## src/logic/iopc_pkg.sv

```systemverilog
package iopc_pkg;
    // ----------------------------------------------------------------
    // register offsets on the core data space
    // ----------------------------------------------------------------
    localparam logic [7:0] ADDR_PORTA = 8'h05;
    localparam logic [7:0] ADDR_PORTB = 8'h06;
    localparam logic [7:0] ADDR_PULLDOWN = 8'h0b;
    localparam logic [7:0] ADDR_OPENDRAIN = 8'h0c;
    localparam logic [7:0] ADDR_PULLHIGH = 8'h0d;
    localparam logic [7:0] ADDR_INTMASK = 8'h0e;
    localparam logic [7:0] ADDR_INTERRUPT_FLAGS = 8'h0f;
    // operands of the direction-load instruction
    localparam logic [7:0] DIROP_PORTA = 8'h05;
    localparam logic [7:0] DIROP_PORTB = 8'h06;

    // ----------------------------------------------------------------
    // reset values
    // ----------------------------------------------------------------
    localparam logic [7:0] RST_PULLDOWN = 8'hff;
    localparam logic [7:0] RST_OPENDRAIN = 8'h00;
    localparam logic [7:0] RST_PULLHIGH = 8'hff;
    localparam logic [2:0] RST_IRQ_EN = 3'h0;
    localparam logic RST_GIE = 1'b0;
    localparam logic [2:0] RST_IRQ_FLAG = 3'h0;
    localparam logic [6:0] RST_OPTION = 7'h3f;
    localparam logic [7:0] RST_DIR = 8'hff;
    localparam logic [7:0] RST_LATCH = 8'h00;
    localparam logic [9:0] IRQ_VECTOR = 10'h008;

    // ----------------------------------------------------------------
    // field positions
    // ----------------------------------------------------------------
    localparam int BIT_GIE = 7;
    localparam int BIT_EXT = 2;
    localparam int BIT_PBC = 1;
    localparam int BIT_TMR = 0;
    localparam int OPT_EDGE = 6;
    localparam int OPT_CS = 5;
    localparam int OPT_SE = 4;
    localparam int OPT_PSA = 3;
    localparam int OPT_RATE_HI = 2;
    localparam int PD_PB_LO = 4;
    localparam int PB_INPUT_ONLY = 3;
    localparam int PB_TMR_PIN = 2;
    localparam int PB_INT_PIN = 0;
    localparam logic [7:0] MASK_FILL = 8'h78;   // unused mask bits read 1
    localparam logic [7:0] PB_PULL_VALID = 8'hf7; // pins with pull/od bits
    localparam logic [8:0] RATIO_ONE = 9'h001;
    localparam logic [8:0] RATIO_TWO = 9'h002;
endpackage

```

## src/logic/iopc_top.sv

```systemverilog
`timescale 1ns/10ps
module iopc_top (
    // clock and reset
    input wire logic sys_clk,
    input wire logic srst,
    // core register port
    input wire logic [7:0] reg_addr,
    input wire logic reg_wr,
    input wire logic reg_rd,
    input wire logic [7:0] reg_wdata,
    output logic [7:0] reg_rdata,
    // core instructions
    input wire logic [7:0] working_register,
    input wire logic option_load,
    input wire logic direction_load_instruction,
    input wire logic [7:0] dir_operand,
    input wire logic return_from_irq,
    // core status and configuration
    input wire logic sleeping,
    input wire logic pin0_function_select,
    input wire logic [7:0] change_wake_enable,
    input wire logic [3:0] porta_alt_function,
    input wire logic [7:0] portb_alt_function,
    input wire logic timer_overflow,
    // interrupt and wake answers
    output logic irq_request,
    output logic [9:0] irq_vector,
    output logic wake_request,
    output logic wake_to_vector,
    // timer and prescaler controls
    output logic timer_tick,
    output logic timer_clock_source_select,
    output logic timer_source_edge_select,
    output logic prescaler_assign,
    output logic [2:0] prescaler_rate,
    output logic [8:0] prescale_ratio,
    // port A pins
    input wire logic [3:0] porta_in,
    output logic [3:0] porta_out,
    output logic [3:0] porta_oe,
    output logic [3:0] porta_pulldown_en,
    // port B pins
    input wire logic [7:0] portb_in,
    output logic [7:0] portb_out,
    output logic [7:0] portb_oe,
    output logic [7:0] portb_pullhigh_en,
    output logic [2:0] portb_pulldown_en
);
    import iopc_pkg::*;

    // ----------------------------------------------------------------
    // state
    // ----------------------------------------------------------------
    typedef struct packed {
        // pin synchronisers, edge stage and change snapshot
        logic [3:0] pa_s1;
        logic [3:0] pa_s2;
        logic [7:0] pb_s1;
        logic [7:0] pb_s2;
        logic [7:0] pb_s3;
        logic [7:0] pb_snap;
        logic [1:0] arm;
        // software-visible registers
        logic [7:0] lat_a;
        logic [7:0] lat_b;
        logic [7:0] pulldown_disable;
        logic [7:0] opendrain_enable;
        logic [7:0] pullhigh_disable;
        logic global_irq_enable;
        logic [2:0] irq_en;
        logic [2:0] irq_flag;
        logic [6:0] option_cfg;
        logic [7:0] port_a_direction;
        logic [7:0] port_b_direction;
        // registered copies of the outputs
        logic [7:0] rdata;
        logic irq_req;
        logic [9:0] vector;
        logic wake;
        logic wake_vec;
        logic tick;
        logic [8:0] ratio;
        logic [3:0] pa_out;
        logic [3:0] pa_oe;
        logic [3:0] pa_pd;
        logic [7:0] pb_out;
        logic [7:0] pb_oe;
        logic [7:0] pb_ph;
        logic [2:0] pb_pd;
    } iopc_state_t;

    iopc_state_t state_ff;
    iopc_state_t nxt_state;

    // ----------------------------------------------------------------
    // next-state logic
    // ----------------------------------------------------------------
    always_comb begin
        logic [7:0] dir_b_eff;
        logic [7:0] od_eff;
        logic [7:0] chg_mask;
        logic [7:0] chg;
        logic [7:0] dir_a_w;
        logic int_rise;
        logic int_fall;
        logic tmr_rise;
        logic tmr_fall;
        logic irq_pend;
        logic pb_access;
        logic armed;
        dir_b_eff = 8'h00;
        od_eff = 8'h00;
        chg_mask = 8'h00;
        chg = 8'h00;
        dir_a_w = 8'h00;
        int_rise = 1'b0;
        int_fall = 1'b0;
        tmr_rise = 1'b0;
        tmr_fall = 1'b0;
        irq_pend = 1'b0;
        pb_access = 1'b0;
        armed = 1'b0;
        nxt_state = state_ff;

        // two-stage synchronisers, third stage for edge detection
        nxt_state.pa_s1 = porta_in;
        nxt_state.pa_s2 = state_ff.pa_s1;
        nxt_state.pb_s1 = portb_in;
        nxt_state.pb_s2 = state_ff.pb_s1;
        nxt_state.pb_s3 = state_ff.pb_s2;
        // edges stay blind until three pin samples are in, so a pin that
        // idles high cannot fake a rising edge just after reset
        armed = &state_ff.arm;
        if (!armed) begin
            nxt_state.arm = state_ff.arm + 2'h1;
        end

        // effective port B direction: B3 never output, B2 follows clock src
        dir_b_eff = state_ff.port_b_direction;
        dir_b_eff[PB_INPUT_ONLY] = 1'b1;
        if (state_ff.option_cfg[OPT_CS]) begin
            dir_b_eff[PB_TMR_PIN] = 1'b1;
        end
        od_eff = state_ff.opendrain_enable & PB_PULL_VALID;

        // software register writes
        if (reg_wr) begin
            case (reg_addr)
                ADDR_PORTA: begin
                    nxt_state.lat_a = reg_wdata;
                end
                ADDR_PORTB: begin
                    nxt_state.lat_b = reg_wdata;
                end
                ADDR_PULLDOWN: begin
                    nxt_state.pulldown_disable = reg_wdata;
                end
                ADDR_OPENDRAIN: begin
                    nxt_state.opendrain_enable = reg_wdata;
                end
                ADDR_PULLHIGH: begin
                    nxt_state.pullhigh_disable = reg_wdata;
                end
                ADDR_INTMASK: begin
                    nxt_state.irq_en = reg_wdata[BIT_EXT:BIT_TMR];
                    nxt_state.global_irq_enable = reg_wdata[BIT_GIE];
                end
                ADDR_INTERRUPT_FLAGS: begin
                    nxt_state.irq_flag = reg_wdata[BIT_EXT:BIT_TMR];
                end
                default: ;
            endcase
        end

        // instruction loads from the working register
        if (option_load) begin
            nxt_state.option_cfg = working_register[6:0];
        end
        if (direction_load_instruction) begin
            if (dir_operand == DIROP_PORTA) begin
                nxt_state.port_a_direction = working_register;
            end else if (dir_operand == DIROP_PORTB) begin
                nxt_state.port_b_direction = working_register;
            end
        end

        // any port B access re-arms the change detector on present pins
        pb_access = (reg_wr | reg_rd) && (reg_addr == ADDR_PORTB);
        chg_mask = change_wake_enable & dir_b_eff;
        if (pin0_function_select) begin
            chg_mask[PB_INT_PIN] = 1'b0;
        end
        chg = (state_ff.pb_s2 ^ state_ff.pb_snap) & chg_mask;
        // a seen change is absorbed so it raises the flag once
        nxt_state.pb_snap = state_ff.pb_snap ^ chg;
        if (pb_access) begin
            nxt_state.pb_snap = state_ff.pb_s2;
        end

        // event flags; set wins over a software clear in the same cycle
        int_rise = armed & state_ff.pb_s2[PB_INT_PIN]
            & ~state_ff.pb_s3[PB_INT_PIN];
        int_fall = armed & ~state_ff.pb_s2[PB_INT_PIN]
            & state_ff.pb_s3[PB_INT_PIN];
        if (pin0_function_select) begin
            if (state_ff.option_cfg[OPT_EDGE] ? int_rise : int_fall) begin
                nxt_state.irq_flag[BIT_EXT] = 1'b1;
            end
        end
        if ((|chg) && state_ff.irq_en[BIT_PBC]) begin
            nxt_state.irq_flag[BIT_PBC] = 1'b1;
        end
        if (timer_overflow) begin
            nxt_state.irq_flag[BIT_TMR] = 1'b1;
        end

        // global enable: hardware clear on a taken interrupt beats all
        irq_pend = state_ff.global_irq_enable
            && (|(state_ff.irq_flag & state_ff.irq_en));
        if (irq_pend) begin
            nxt_state.global_irq_enable = 1'b0;
        end else if (return_from_irq) begin
            nxt_state.global_irq_enable = 1'b1;
        end
        nxt_state.irq_req = irq_pend;
        nxt_state.vector = IRQ_VECTOR;

        // wake from sleep on pin or change events only
        nxt_state.wake = sleeping && (|(state_ff.irq_flag[BIT_EXT:BIT_PBC]
            & state_ff.irq_en[BIT_EXT:BIT_PBC]));
        nxt_state.wake_vec = state_ff.global_irq_enable;

        // timer advance pulse from instruction clock or external pin
        tmr_rise = armed & state_ff.pb_s2[PB_TMR_PIN]
            & ~state_ff.pb_s3[PB_TMR_PIN];
        tmr_fall = armed & ~state_ff.pb_s2[PB_TMR_PIN]
            & state_ff.pb_s3[PB_TMR_PIN];
        if (state_ff.option_cfg[OPT_CS]) begin
            nxt_state.tick = state_ff.option_cfg[OPT_SE] ? tmr_fall : tmr_rise;
        end else begin
            nxt_state.tick = 1'b1;
        end

        // prescaler ratio, watchdog gets one step less division
        if (state_ff.option_cfg[OPT_PSA]) begin
            nxt_state.ratio = RATIO_ONE
                << state_ff.option_cfg[OPT_RATE_HI:0];
        end else begin
            nxt_state.ratio = RATIO_TWO
                << state_ff.option_cfg[OPT_RATE_HI:0];
        end

        // port A drivers and pull-downs
        dir_a_w = state_ff.port_a_direction;
        nxt_state.pa_out = state_ff.lat_a[3:0];
        nxt_state.pa_oe = ~dir_a_w[3:0];
        nxt_state.pa_pd = ~state_ff.pulldown_disable[3:0]
            & dir_a_w[3:0];

        // port B drivers: open-drain only releases on a one
        nxt_state.pb_out = state_ff.lat_b & ~od_eff;
        nxt_state.pb_oe = ~dir_b_eff & ~(od_eff & state_ff.lat_b);
        nxt_state.pb_ph = ~state_ff.pullhigh_disable & dir_b_eff
            & PB_PULL_VALID;
        nxt_state.pb_pd = ~state_ff.pulldown_disable[PD_PB_LO+2:PD_PB_LO]
            & dir_b_eff[2:0];

        // read data, one cycle after the strobe; unmapped reads zero
        nxt_state.rdata = 8'h00;
        if (reg_rd) begin
            case (reg_addr)
                ADDR_PORTA: begin
                    nxt_state.rdata = {state_ff.lat_a[7:4],
                        state_ff.pa_s2 & ~porta_alt_function};
                end
                ADDR_PORTB: begin
                    nxt_state.rdata = state_ff.pb_s2
                        & ~portb_alt_function;
                end
                ADDR_PULLDOWN: begin
                    nxt_state.rdata = state_ff.pulldown_disable;
                end
                ADDR_OPENDRAIN: begin
                    nxt_state.rdata = state_ff.opendrain_enable;
                end
                ADDR_PULLHIGH: begin
                    nxt_state.rdata = state_ff.pullhigh_disable;
                end
                ADDR_INTMASK: begin
                    nxt_state.rdata = {state_ff.global_irq_enable, 4'h0,
                        state_ff.irq_en} | MASK_FILL;
                end
                ADDR_INTERRUPT_FLAGS: begin
                    nxt_state.rdata = {5'h00,
                        state_ff.irq_flag & state_ff.irq_en};
                end
                default: nxt_state.rdata = 8'h00;
            endcase
        end
    end

    // ----------------------------------------------------------------
    // state register
    // ----------------------------------------------------------------
    // pins reset as inputs with pulls off, so nothing fights the board
    always_ff @(posedge sys_clk) begin
        if (srst) begin
            state_ff <= '0;
            state_ff.pb_snap <= 8'h00;
            state_ff.lat_a <= RST_LATCH;
            state_ff.lat_b <= RST_LATCH;
            state_ff.pulldown_disable <= RST_PULLDOWN;
            state_ff.opendrain_enable <= RST_OPENDRAIN;
            state_ff.pullhigh_disable <= RST_PULLHIGH;
            state_ff.global_irq_enable <= RST_GIE;
            state_ff.irq_en <= RST_IRQ_EN;
            state_ff.irq_flag <= RST_IRQ_FLAG;
            state_ff.option_cfg <= RST_OPTION;
            state_ff.port_a_direction <= RST_DIR;
            state_ff.port_b_direction <= RST_DIR;
            state_ff.vector <= IRQ_VECTOR;
        end else begin
            state_ff <= nxt_state;
        end
    end

    // ----------------------------------------------------------------
    // outputs
    // ----------------------------------------------------------------
    assign reg_rdata = state_ff.rdata;
    assign irq_request = state_ff.irq_req;
    assign irq_vector = state_ff.vector;
    assign wake_request = state_ff.wake;
    assign wake_to_vector = state_ff.wake_vec;
    assign timer_tick = state_ff.tick;
    assign timer_clock_source_select = state_ff.option_cfg[OPT_CS];
    assign timer_source_edge_select = state_ff.option_cfg[OPT_SE];
    assign prescaler_assign = state_ff.option_cfg[OPT_PSA];
    assign prescaler_rate = state_ff.option_cfg[OPT_RATE_HI:0];
    assign prescale_ratio = state_ff.ratio;
    assign porta_out = state_ff.pa_out;
    assign porta_oe = state_ff.pa_oe;
    assign porta_pulldown_en = state_ff.pa_pd;
    assign portb_out = state_ff.pb_out;
    assign portb_oe = state_ff.pb_oe;
    assign portb_pullhigh_en = state_ff.pb_ph;
    assign portb_pulldown_en = state_ff.pb_pd;
endmodule

```

## config.mk

```make
export PLATFORM = sky130hd
export DESIGN_NAME = iopc_top
export DESIGN_NICKNAME = d
export VERILOG_FILES = /design/src/logic/iopc_pkg.sv /design/src/logic/iopc_top.sv
export SDC_FILE = /design/constraint.sdc
export NUM_CORES = 1
export LEC_CHECK = 0
export BUFFER_PORTS_ARGS = -buffer_cell sky130_fd_sc_hd__buf_2
export CORE_ASPECT_RATIO = 0.6
export CORE_UTILIZATION = 36
export CTS_BUF_LIST = sky130_fd_sc_hd__clkbuf_8
export CTS_CLUSTER_DIAMETER = 200
export DETAILED_ROUTE_END_ITERATION = 8
export GPL_TIMING_DRIVEN = 0
export HOLD_SLACK_MARGIN = 0.05
export PLACE_DENSITY = 0.69
export REMOVE_ABC_BUFFERS = 1
export SLEW_MARGIN = 15
export SYNTH_ARGS = -nofsm -noshare
export SYNTH_HDL_FRONTEND = slang
export SYNTH_SLANG_ARGS = --single-unit
```

## constraint.sdc

```tcl
create_clock -name sys_clk -period 2.4 [get_ports sys_clk]
set_input_delay 0.72 -clock sys_clk [delete_from_list [all_inputs] [get_ports sys_clk]]
set_output_delay 0.72 -clock sys_clk [all_outputs]
set_load 0.1 [all_outputs]
```

== Word level (Yosys, flattened, before mapping) ==
Cells that the tools add are included.

* Add/sub/neg operators: 1
* Equal/unequal tests: 9
* Shifts and indexed selects: 2
* Multiplexer cells: 21
* Bitwise operators: 38
* Reductions and logical operators: 27

{| class="wikitable"
|+ Operators with widths
! cell !! number
|-
| $and A8 B8 Y8 || 7
|-
| $pmux W8 S7 || 1
|-
| $mux W8 || 6
|-
| $mux W47 || 1
|-
| $eq A8 B4 Y1 const B || 5
|-
| $not A8 Y8 || 5
|-
| $eq A8 B3 Y1 const B || 4
|-
| $reduce_and A2 Y1 || 11
|-
| $xor A8 B8 Y8 || 2
|-
| $not A4 Y4 || 3
|-
| $reduce_bool A2 Y1 || 6
|-
| $mux W1 || 10
|-
| $mux W9 || 1
|-
| $shl A1 B3 Y9 const A || 1
|-
| $shl A2 B3 Y9 const A || 1
|-
| $and A1 B1 Y1 || 8
|-
| $and A4 B4 Y4 || 2
|-
| $reduce_or A8 Y1 || 1
|-
| $and A3 B3 Y3 || 2
|-
| $not A1 Y1 || 6
|-
| $reduce_or A2 Y1 || 3
|-
| $logic_and A1 B1 Y1 || 4
|-
| $mux W4 || 1
|-
| $mux W3 || 1
|-
| other kinds (6) || 6
|}

* Flip-flop bits (word level): 177
* Output and inout bits: 76
* Word-level logic and storage cells: 133

== Logic depth before layout (Yosys ltp) ==
* Depth in word-level cells: 8
* Mapped depth: 6

== Worst setup path before layout ==
Ideal clock, no wire load.

* Kind: input-to-reg
* Start point: input port reg_addr[5]
* End point: register state_ff[104] in the netlist's numbering
* Library setup time: 0.129 ns
* Arrival time: 2.159 ns
* Required time: 2.271 ns
* Setup slack: 0.112 ns
* Stages: 5
* Buffers on the path: 1
* Cells stage by stage: or4_4 -> clkbuf_8 -> nor3_4 -> mux2i_1 -> nand2_1

* Longest elaborated chain between the ends: 2

{| class="wikitable"
|+ Ends and longest elaborated chain
! what !! RTL line !! source
|-
| from (decl) || iopc_top.sv:7 || <nowiki>input wire logic [7:0] reg_addr,</nowiki>
|-
| $eq A8 B4 Y1 || iopc_top.sv:148 || <nowiki>case (reg_addr)</nowiki>
|-
| $reduce_and A2 Y1 (no line) || - ||
|-
| to (signal assigned) || iopc_top.sv:323 || <nowiki>state_ff <= nxt_state;</nowiki>
|-
| to (decl) || iopc_top.sv:92 || <nowiki>iopc_state_t state_ff;</nowiki>
|}

Every way passes these cells.
A chain may end at the register's enable or synchronous reset.

== Worst setup path after layout ==
* Start point: input port reg_addr[5]
* End point: register state_ff (netlist bit nxt_state[36])

* Longest elaborated chain between the ends: 2

{| class="wikitable"
|+ Ends and longest elaborated chain
! what !! RTL line
|-
| $eq A8 B3 Y1 || iopc_top.sv:148
|-
| $reduce_and A2 Y1 (no line) || -
|}

Every way passes these cells.

==> impl_summary.log <==
INFO  metric place_area = ~7000 um^2
INFO  metric switchingPower = 0.001428 W
INFO  metric diodes = 0
INFO  metric final_net_count = between 700 and 800
INFO  metric grtUsageMet1 = 0.2577
INFO  metric grt_util_met3 = 0.05664
INFO  metric irDropWorstVdd = ~0.31 mV
INFO  metric cts.path.max_buffers = 2
INFO  metric combined_area_of_the_multi_input_logic_cells = 2576 um^2
INFO  metric post-route-min-period = about 2.3 ns
INFO  metric yosys_most_used_dff = dfxtp_1
INFO  metric gr-max-usage-layer = met1
INFO  metric critical_path.startpoint_type = input port
INFO  metric dpl_cells = around 900
INFO  metric drive_above_1_share = 0.2472
INFO  metric hp-start = nxt_state[163]
INFO  metric sequential_fraction_of_design_power = 0.501
INFO  metric clock_tree.htree_level_count = 4
INFO  metric use_met2 = 0.2439
INFO  metric r2r_setup_slack = 0.72 ns
INFO  metric worstMarginPinSlew = approximately 0.86 ns
INFO  metric ys_seq_elements = ~160
INFO  metric cellInternalPower = 0.003992 W
INFO  metric floorplan.io_pins = 150
INFO  metric ctsHoldBuffers = 0
INFO  metric holdCritPathClass = register to register
INFO  metric syn-mean-instance-area = between 10 and 15 um^2
INFO  metric cap_violations = 0
INFO  metric power-per-cell-area = 746.9 nW/um^2
INFO  metric routedWlPerCell = 16.58 um
INFO  metric yosys-top-cells-area = dfxtp_1 50%, mux2i_1 13%, buf_4 8.3%, nor2b_1 3.5%, nor3b_1 3.3%
INFO  metric synthToLayoutAreaGrowth = 13.28%
INFO  metric report.final.slew_viol_count = 0
INFO  metric whs_endpoint = nxt_state[155]
INFO  metric track_usage = 0.1757
INFO  metric synth_edf_count = 0
INFO  metric height_of_the_chip = 105.3 um
INFO  metric clkPwrFrac = 0.404
INFO  metric clkSlewWorstSetupHoldPaths = 0.09 ns
INFO  metric worstReg2RegStart = state_ff[109]
INFO  metric first_pass_iters = 5
INFO  metric tritoncts = done
INFO  metric report.power.total = ~0.0054 W
INFO  metric fin_ws = 0.07069 ns
INFO  metric fill_cells = about 1700
INFO  metric holdWs = 0.4389 ns
INFO  metric final_min_period_over_clock_period = 0.9705
INFO  metric setup_viol = 0
INFO  metric final_cell_mix = 159 x dfxtp_1, 136 x buf_2, 80 x mux2i_1, 55 x nand2_1, 53 x nor2_1
INFO  metric clkLatencyLatePin = ~0.45 ns
INFO  metric async_reset_ff_frac = 0
INFO  metric commonest_non_fill_non_tap_cell_in_the_layout = dfxtp_1
INFO  metric power.static_leakage = 3.275 nW
INFO  metric remaining_drc_errors = 0
INFO  metric syn_inst = 635
INFO  metric clock_sinks = roughly 160
INFO  metric yosysWarningCount = 0
INFO  metric post-synth-top-area-fraction = 0.4969
INFO  metric die_width = roughly 170 um
INFO  metric synth_largest_area_cell = dfxtp_1
INFO  metric tightest_slew_margin_relative_to_the_limit = 0.4214
INFO  metric post_layout_nonfiller_instances = 950
INFO  metric power_frac_comb = 0.095
INFO  metric io_buffer_count = 137
INFO  metric rr_worst_depth = 4
INFO  metric initial_utilization = 0.3710
INFO  metric power.switching_fraction = 0.2635
INFO  metric worst_r2r_dst = reg_rdata[1]
INFO  metric floorplan.rows = 37
INFO  metric drtIter0Drc = 307
INFO  metric crit_arrival = 2.66 ns
INFO  metric core-area = 17270 um^2
INFO  metric cts_root_buffer = clkbuf_8
INFO  metric timing.critical_path.to_type = register
INFO  metric design.die.area = 18350 um^2
INFO  metric post_drt_via_cell_ratio = ~4.8
INFO  metric synth_sequential_area_ratio = 0.4969
INFO  metric cts-buffers-inserted = 17
INFO  metric synth.distinct_cells = 55
INFO  metric dp_slack = -0.6326 ns
INFO  metric fin_skew = 0.01198 ns
INFO  metric final_design_area_no_fill = 7257 um^2
INFO  metric required = 2.73 ns
INFO  metric finalWirelength = 15.75 mm
INFO  metric critical_path_peak_fanout = 8
INFO  metric hold_viol_final = 0
INFO  metric antenna_violating_nets_post_route = 0
INFO  metric grt_max_degree = 70
INFO  metric detailed_route_via_count = 4523
INFO  metric hold-path-cell-count = 1
INFO  metric area.sequential = 3183 um^2
INFO  metric worst-setup-path-type = input port to register
INFO  metric vias_in_the_first_global_route = 4171
INFO  metric place_hpwl = approximately 11 mm
INFO  metric run_status = complete, no violations
INFO  metric finalWeightedCongestion = around 0.83
INFO  metric fmaxAchievable = between 400 and 500 MHz
INFO  metric setup_repair_after_global_routing_missed_its_margin = false
INFO  metric grt_pass1_wl = roughly 24 mm
INFO  metric global_route.overflow_total = 0
INFO  metric syn_area = 6406 um^2
INFO  metric antenna_found_initial = 1
==> layout make-up <==
class,instances,area share
Multi-Input combinational cell,375,0.3550
Tap cell,234,0.04034
Sequential cell,159,0.4386
Clock inverter,14,0.02638
Inverter,12,0.006897
Timing Repair Buffer,138,0.09862
Clock buffer,18,0.03414
==> kinds of logic (layout without fill, tap and decap cells) <==
| group | count (synthesis) | in the layout | synth area share |
|---|---|---|---|
| adder cells (fa/ha/maj) | 3 | 3 | 0.005860 |
| flip-flops | 159 | 159 | 0.4969 |
| AND/OR/NAND/NOR | 208 | 208 | 0.1791 |
| AO/OA/AOI/OAI | 63 | 63 | 0.07051 |
| buffers and inverters | 111 | 182 | 0.1092 |
| XOR/XNOR | 9 | 9 | 0.01231 |
| multiplexers | 80 | 80 | 0.1250 |
| other | 2 | 12 | 0.001172 |
==> through the flow <==
step                        util  setup TNS (ns)
after detailed placement  0.3937          -17.31
final                     0.4203               0
after CTS                 0.4195               0
after global routing      0.4203               0
after floorplan                -               0
after global placement    0.3919          -72.68
==> critical path, cell delays in order <==
cell     delay, ns
buf_2         0.10
nor4_1        0.73
nand3_1       0.70
mux2i_1       0.34
nor2_1        0.07
==> registers in the layout, indices dropped and copies added (netlist names), 3 cells and up, named ones only <==
register	cells
prescale_ratio	9
prescaler_rate	3
porta_out	4
porta_oe	4
portb_pulldown_en	3
porta_pulldown_en	4
portb_out	8
reg_rdata	8
nxt_state	25
state_ff	62
portb_oe	7
portb_pullhigh_en	7
==> Yosys cell counts, types with 2 or more instances <==
cell type and number:
a2111oi_0 3, a211oi_1 6, a21o_1 2, a21oi_1 15, a221oi_1 2, a311oi_1 2, buf_1 2, buf_2 5
buf_4 71, clkbuf_1 20, conb_1 2, dfxtp_1 159, ha_1 3, inv_1 11, mux2i_1 80, nand2_1 55
nand2b_1 4, nand3_1 5, nand3b_1 4, nand4b_1 3, nor2_1 53, nor2b_1 36, nor3_1 6, nor3_4 2
nor3b_1 28, nor4_4 2, nor4b_1 2, nor4bb_1 2, o211ai_1 3, o21ai_0 3, o21bai_1 2, o22ai_1 4
o31ai_1 8, o32ai_1 2, xnor2_1 8
==> metal layers <==
metal  wire length, um  part of all wire
met1              8033              0.51
met2              6395              0.41
met3              1191             0.076
met4               126            0.0080
met5                 0                 0
==> power by group through the flow <==
stage               Sequential (W)  Combinational, W  Clock (W)
global route               0.00273          0.000548    0.00236
finish                     0.00272          0.000513    0.00219
global placement           0.00278          0.000498          0
detailed placement         0.00278          0.000510          0
floorplan                  0.00287          0.000225          0
CTS                        0.00272          0.000512    0.00224
==> worst max path at each step <==
stage / startpoint / endpoint / slack (ns) / cells after the start
6_report: reg_addr[5] / nxt_state[36] / 0.07 / 5
4_1_cts: srst / reg_rdata[3] / 0.09 / 6
3_5_place_dp: srst / reg_rdata[2] / -0.63 / 6
2_1_floorplan: reg_addr[5] / state_ff[108] / 0.10 / 4
3_3_place_gp: srst / reg_rdata[3] / -1.69 / 5
5_1_grt: reg_addr[5] / nxt_state[36] / 0.01 / 5
==> what timing repair did <==
item / 4_1_cts / 5_1_grt
gates resized for setup: 2 / 3
setup buffers: 0 / 0
endpoints found under the setup margin: 6 / 4
Power figures use the tool's default switching activity.
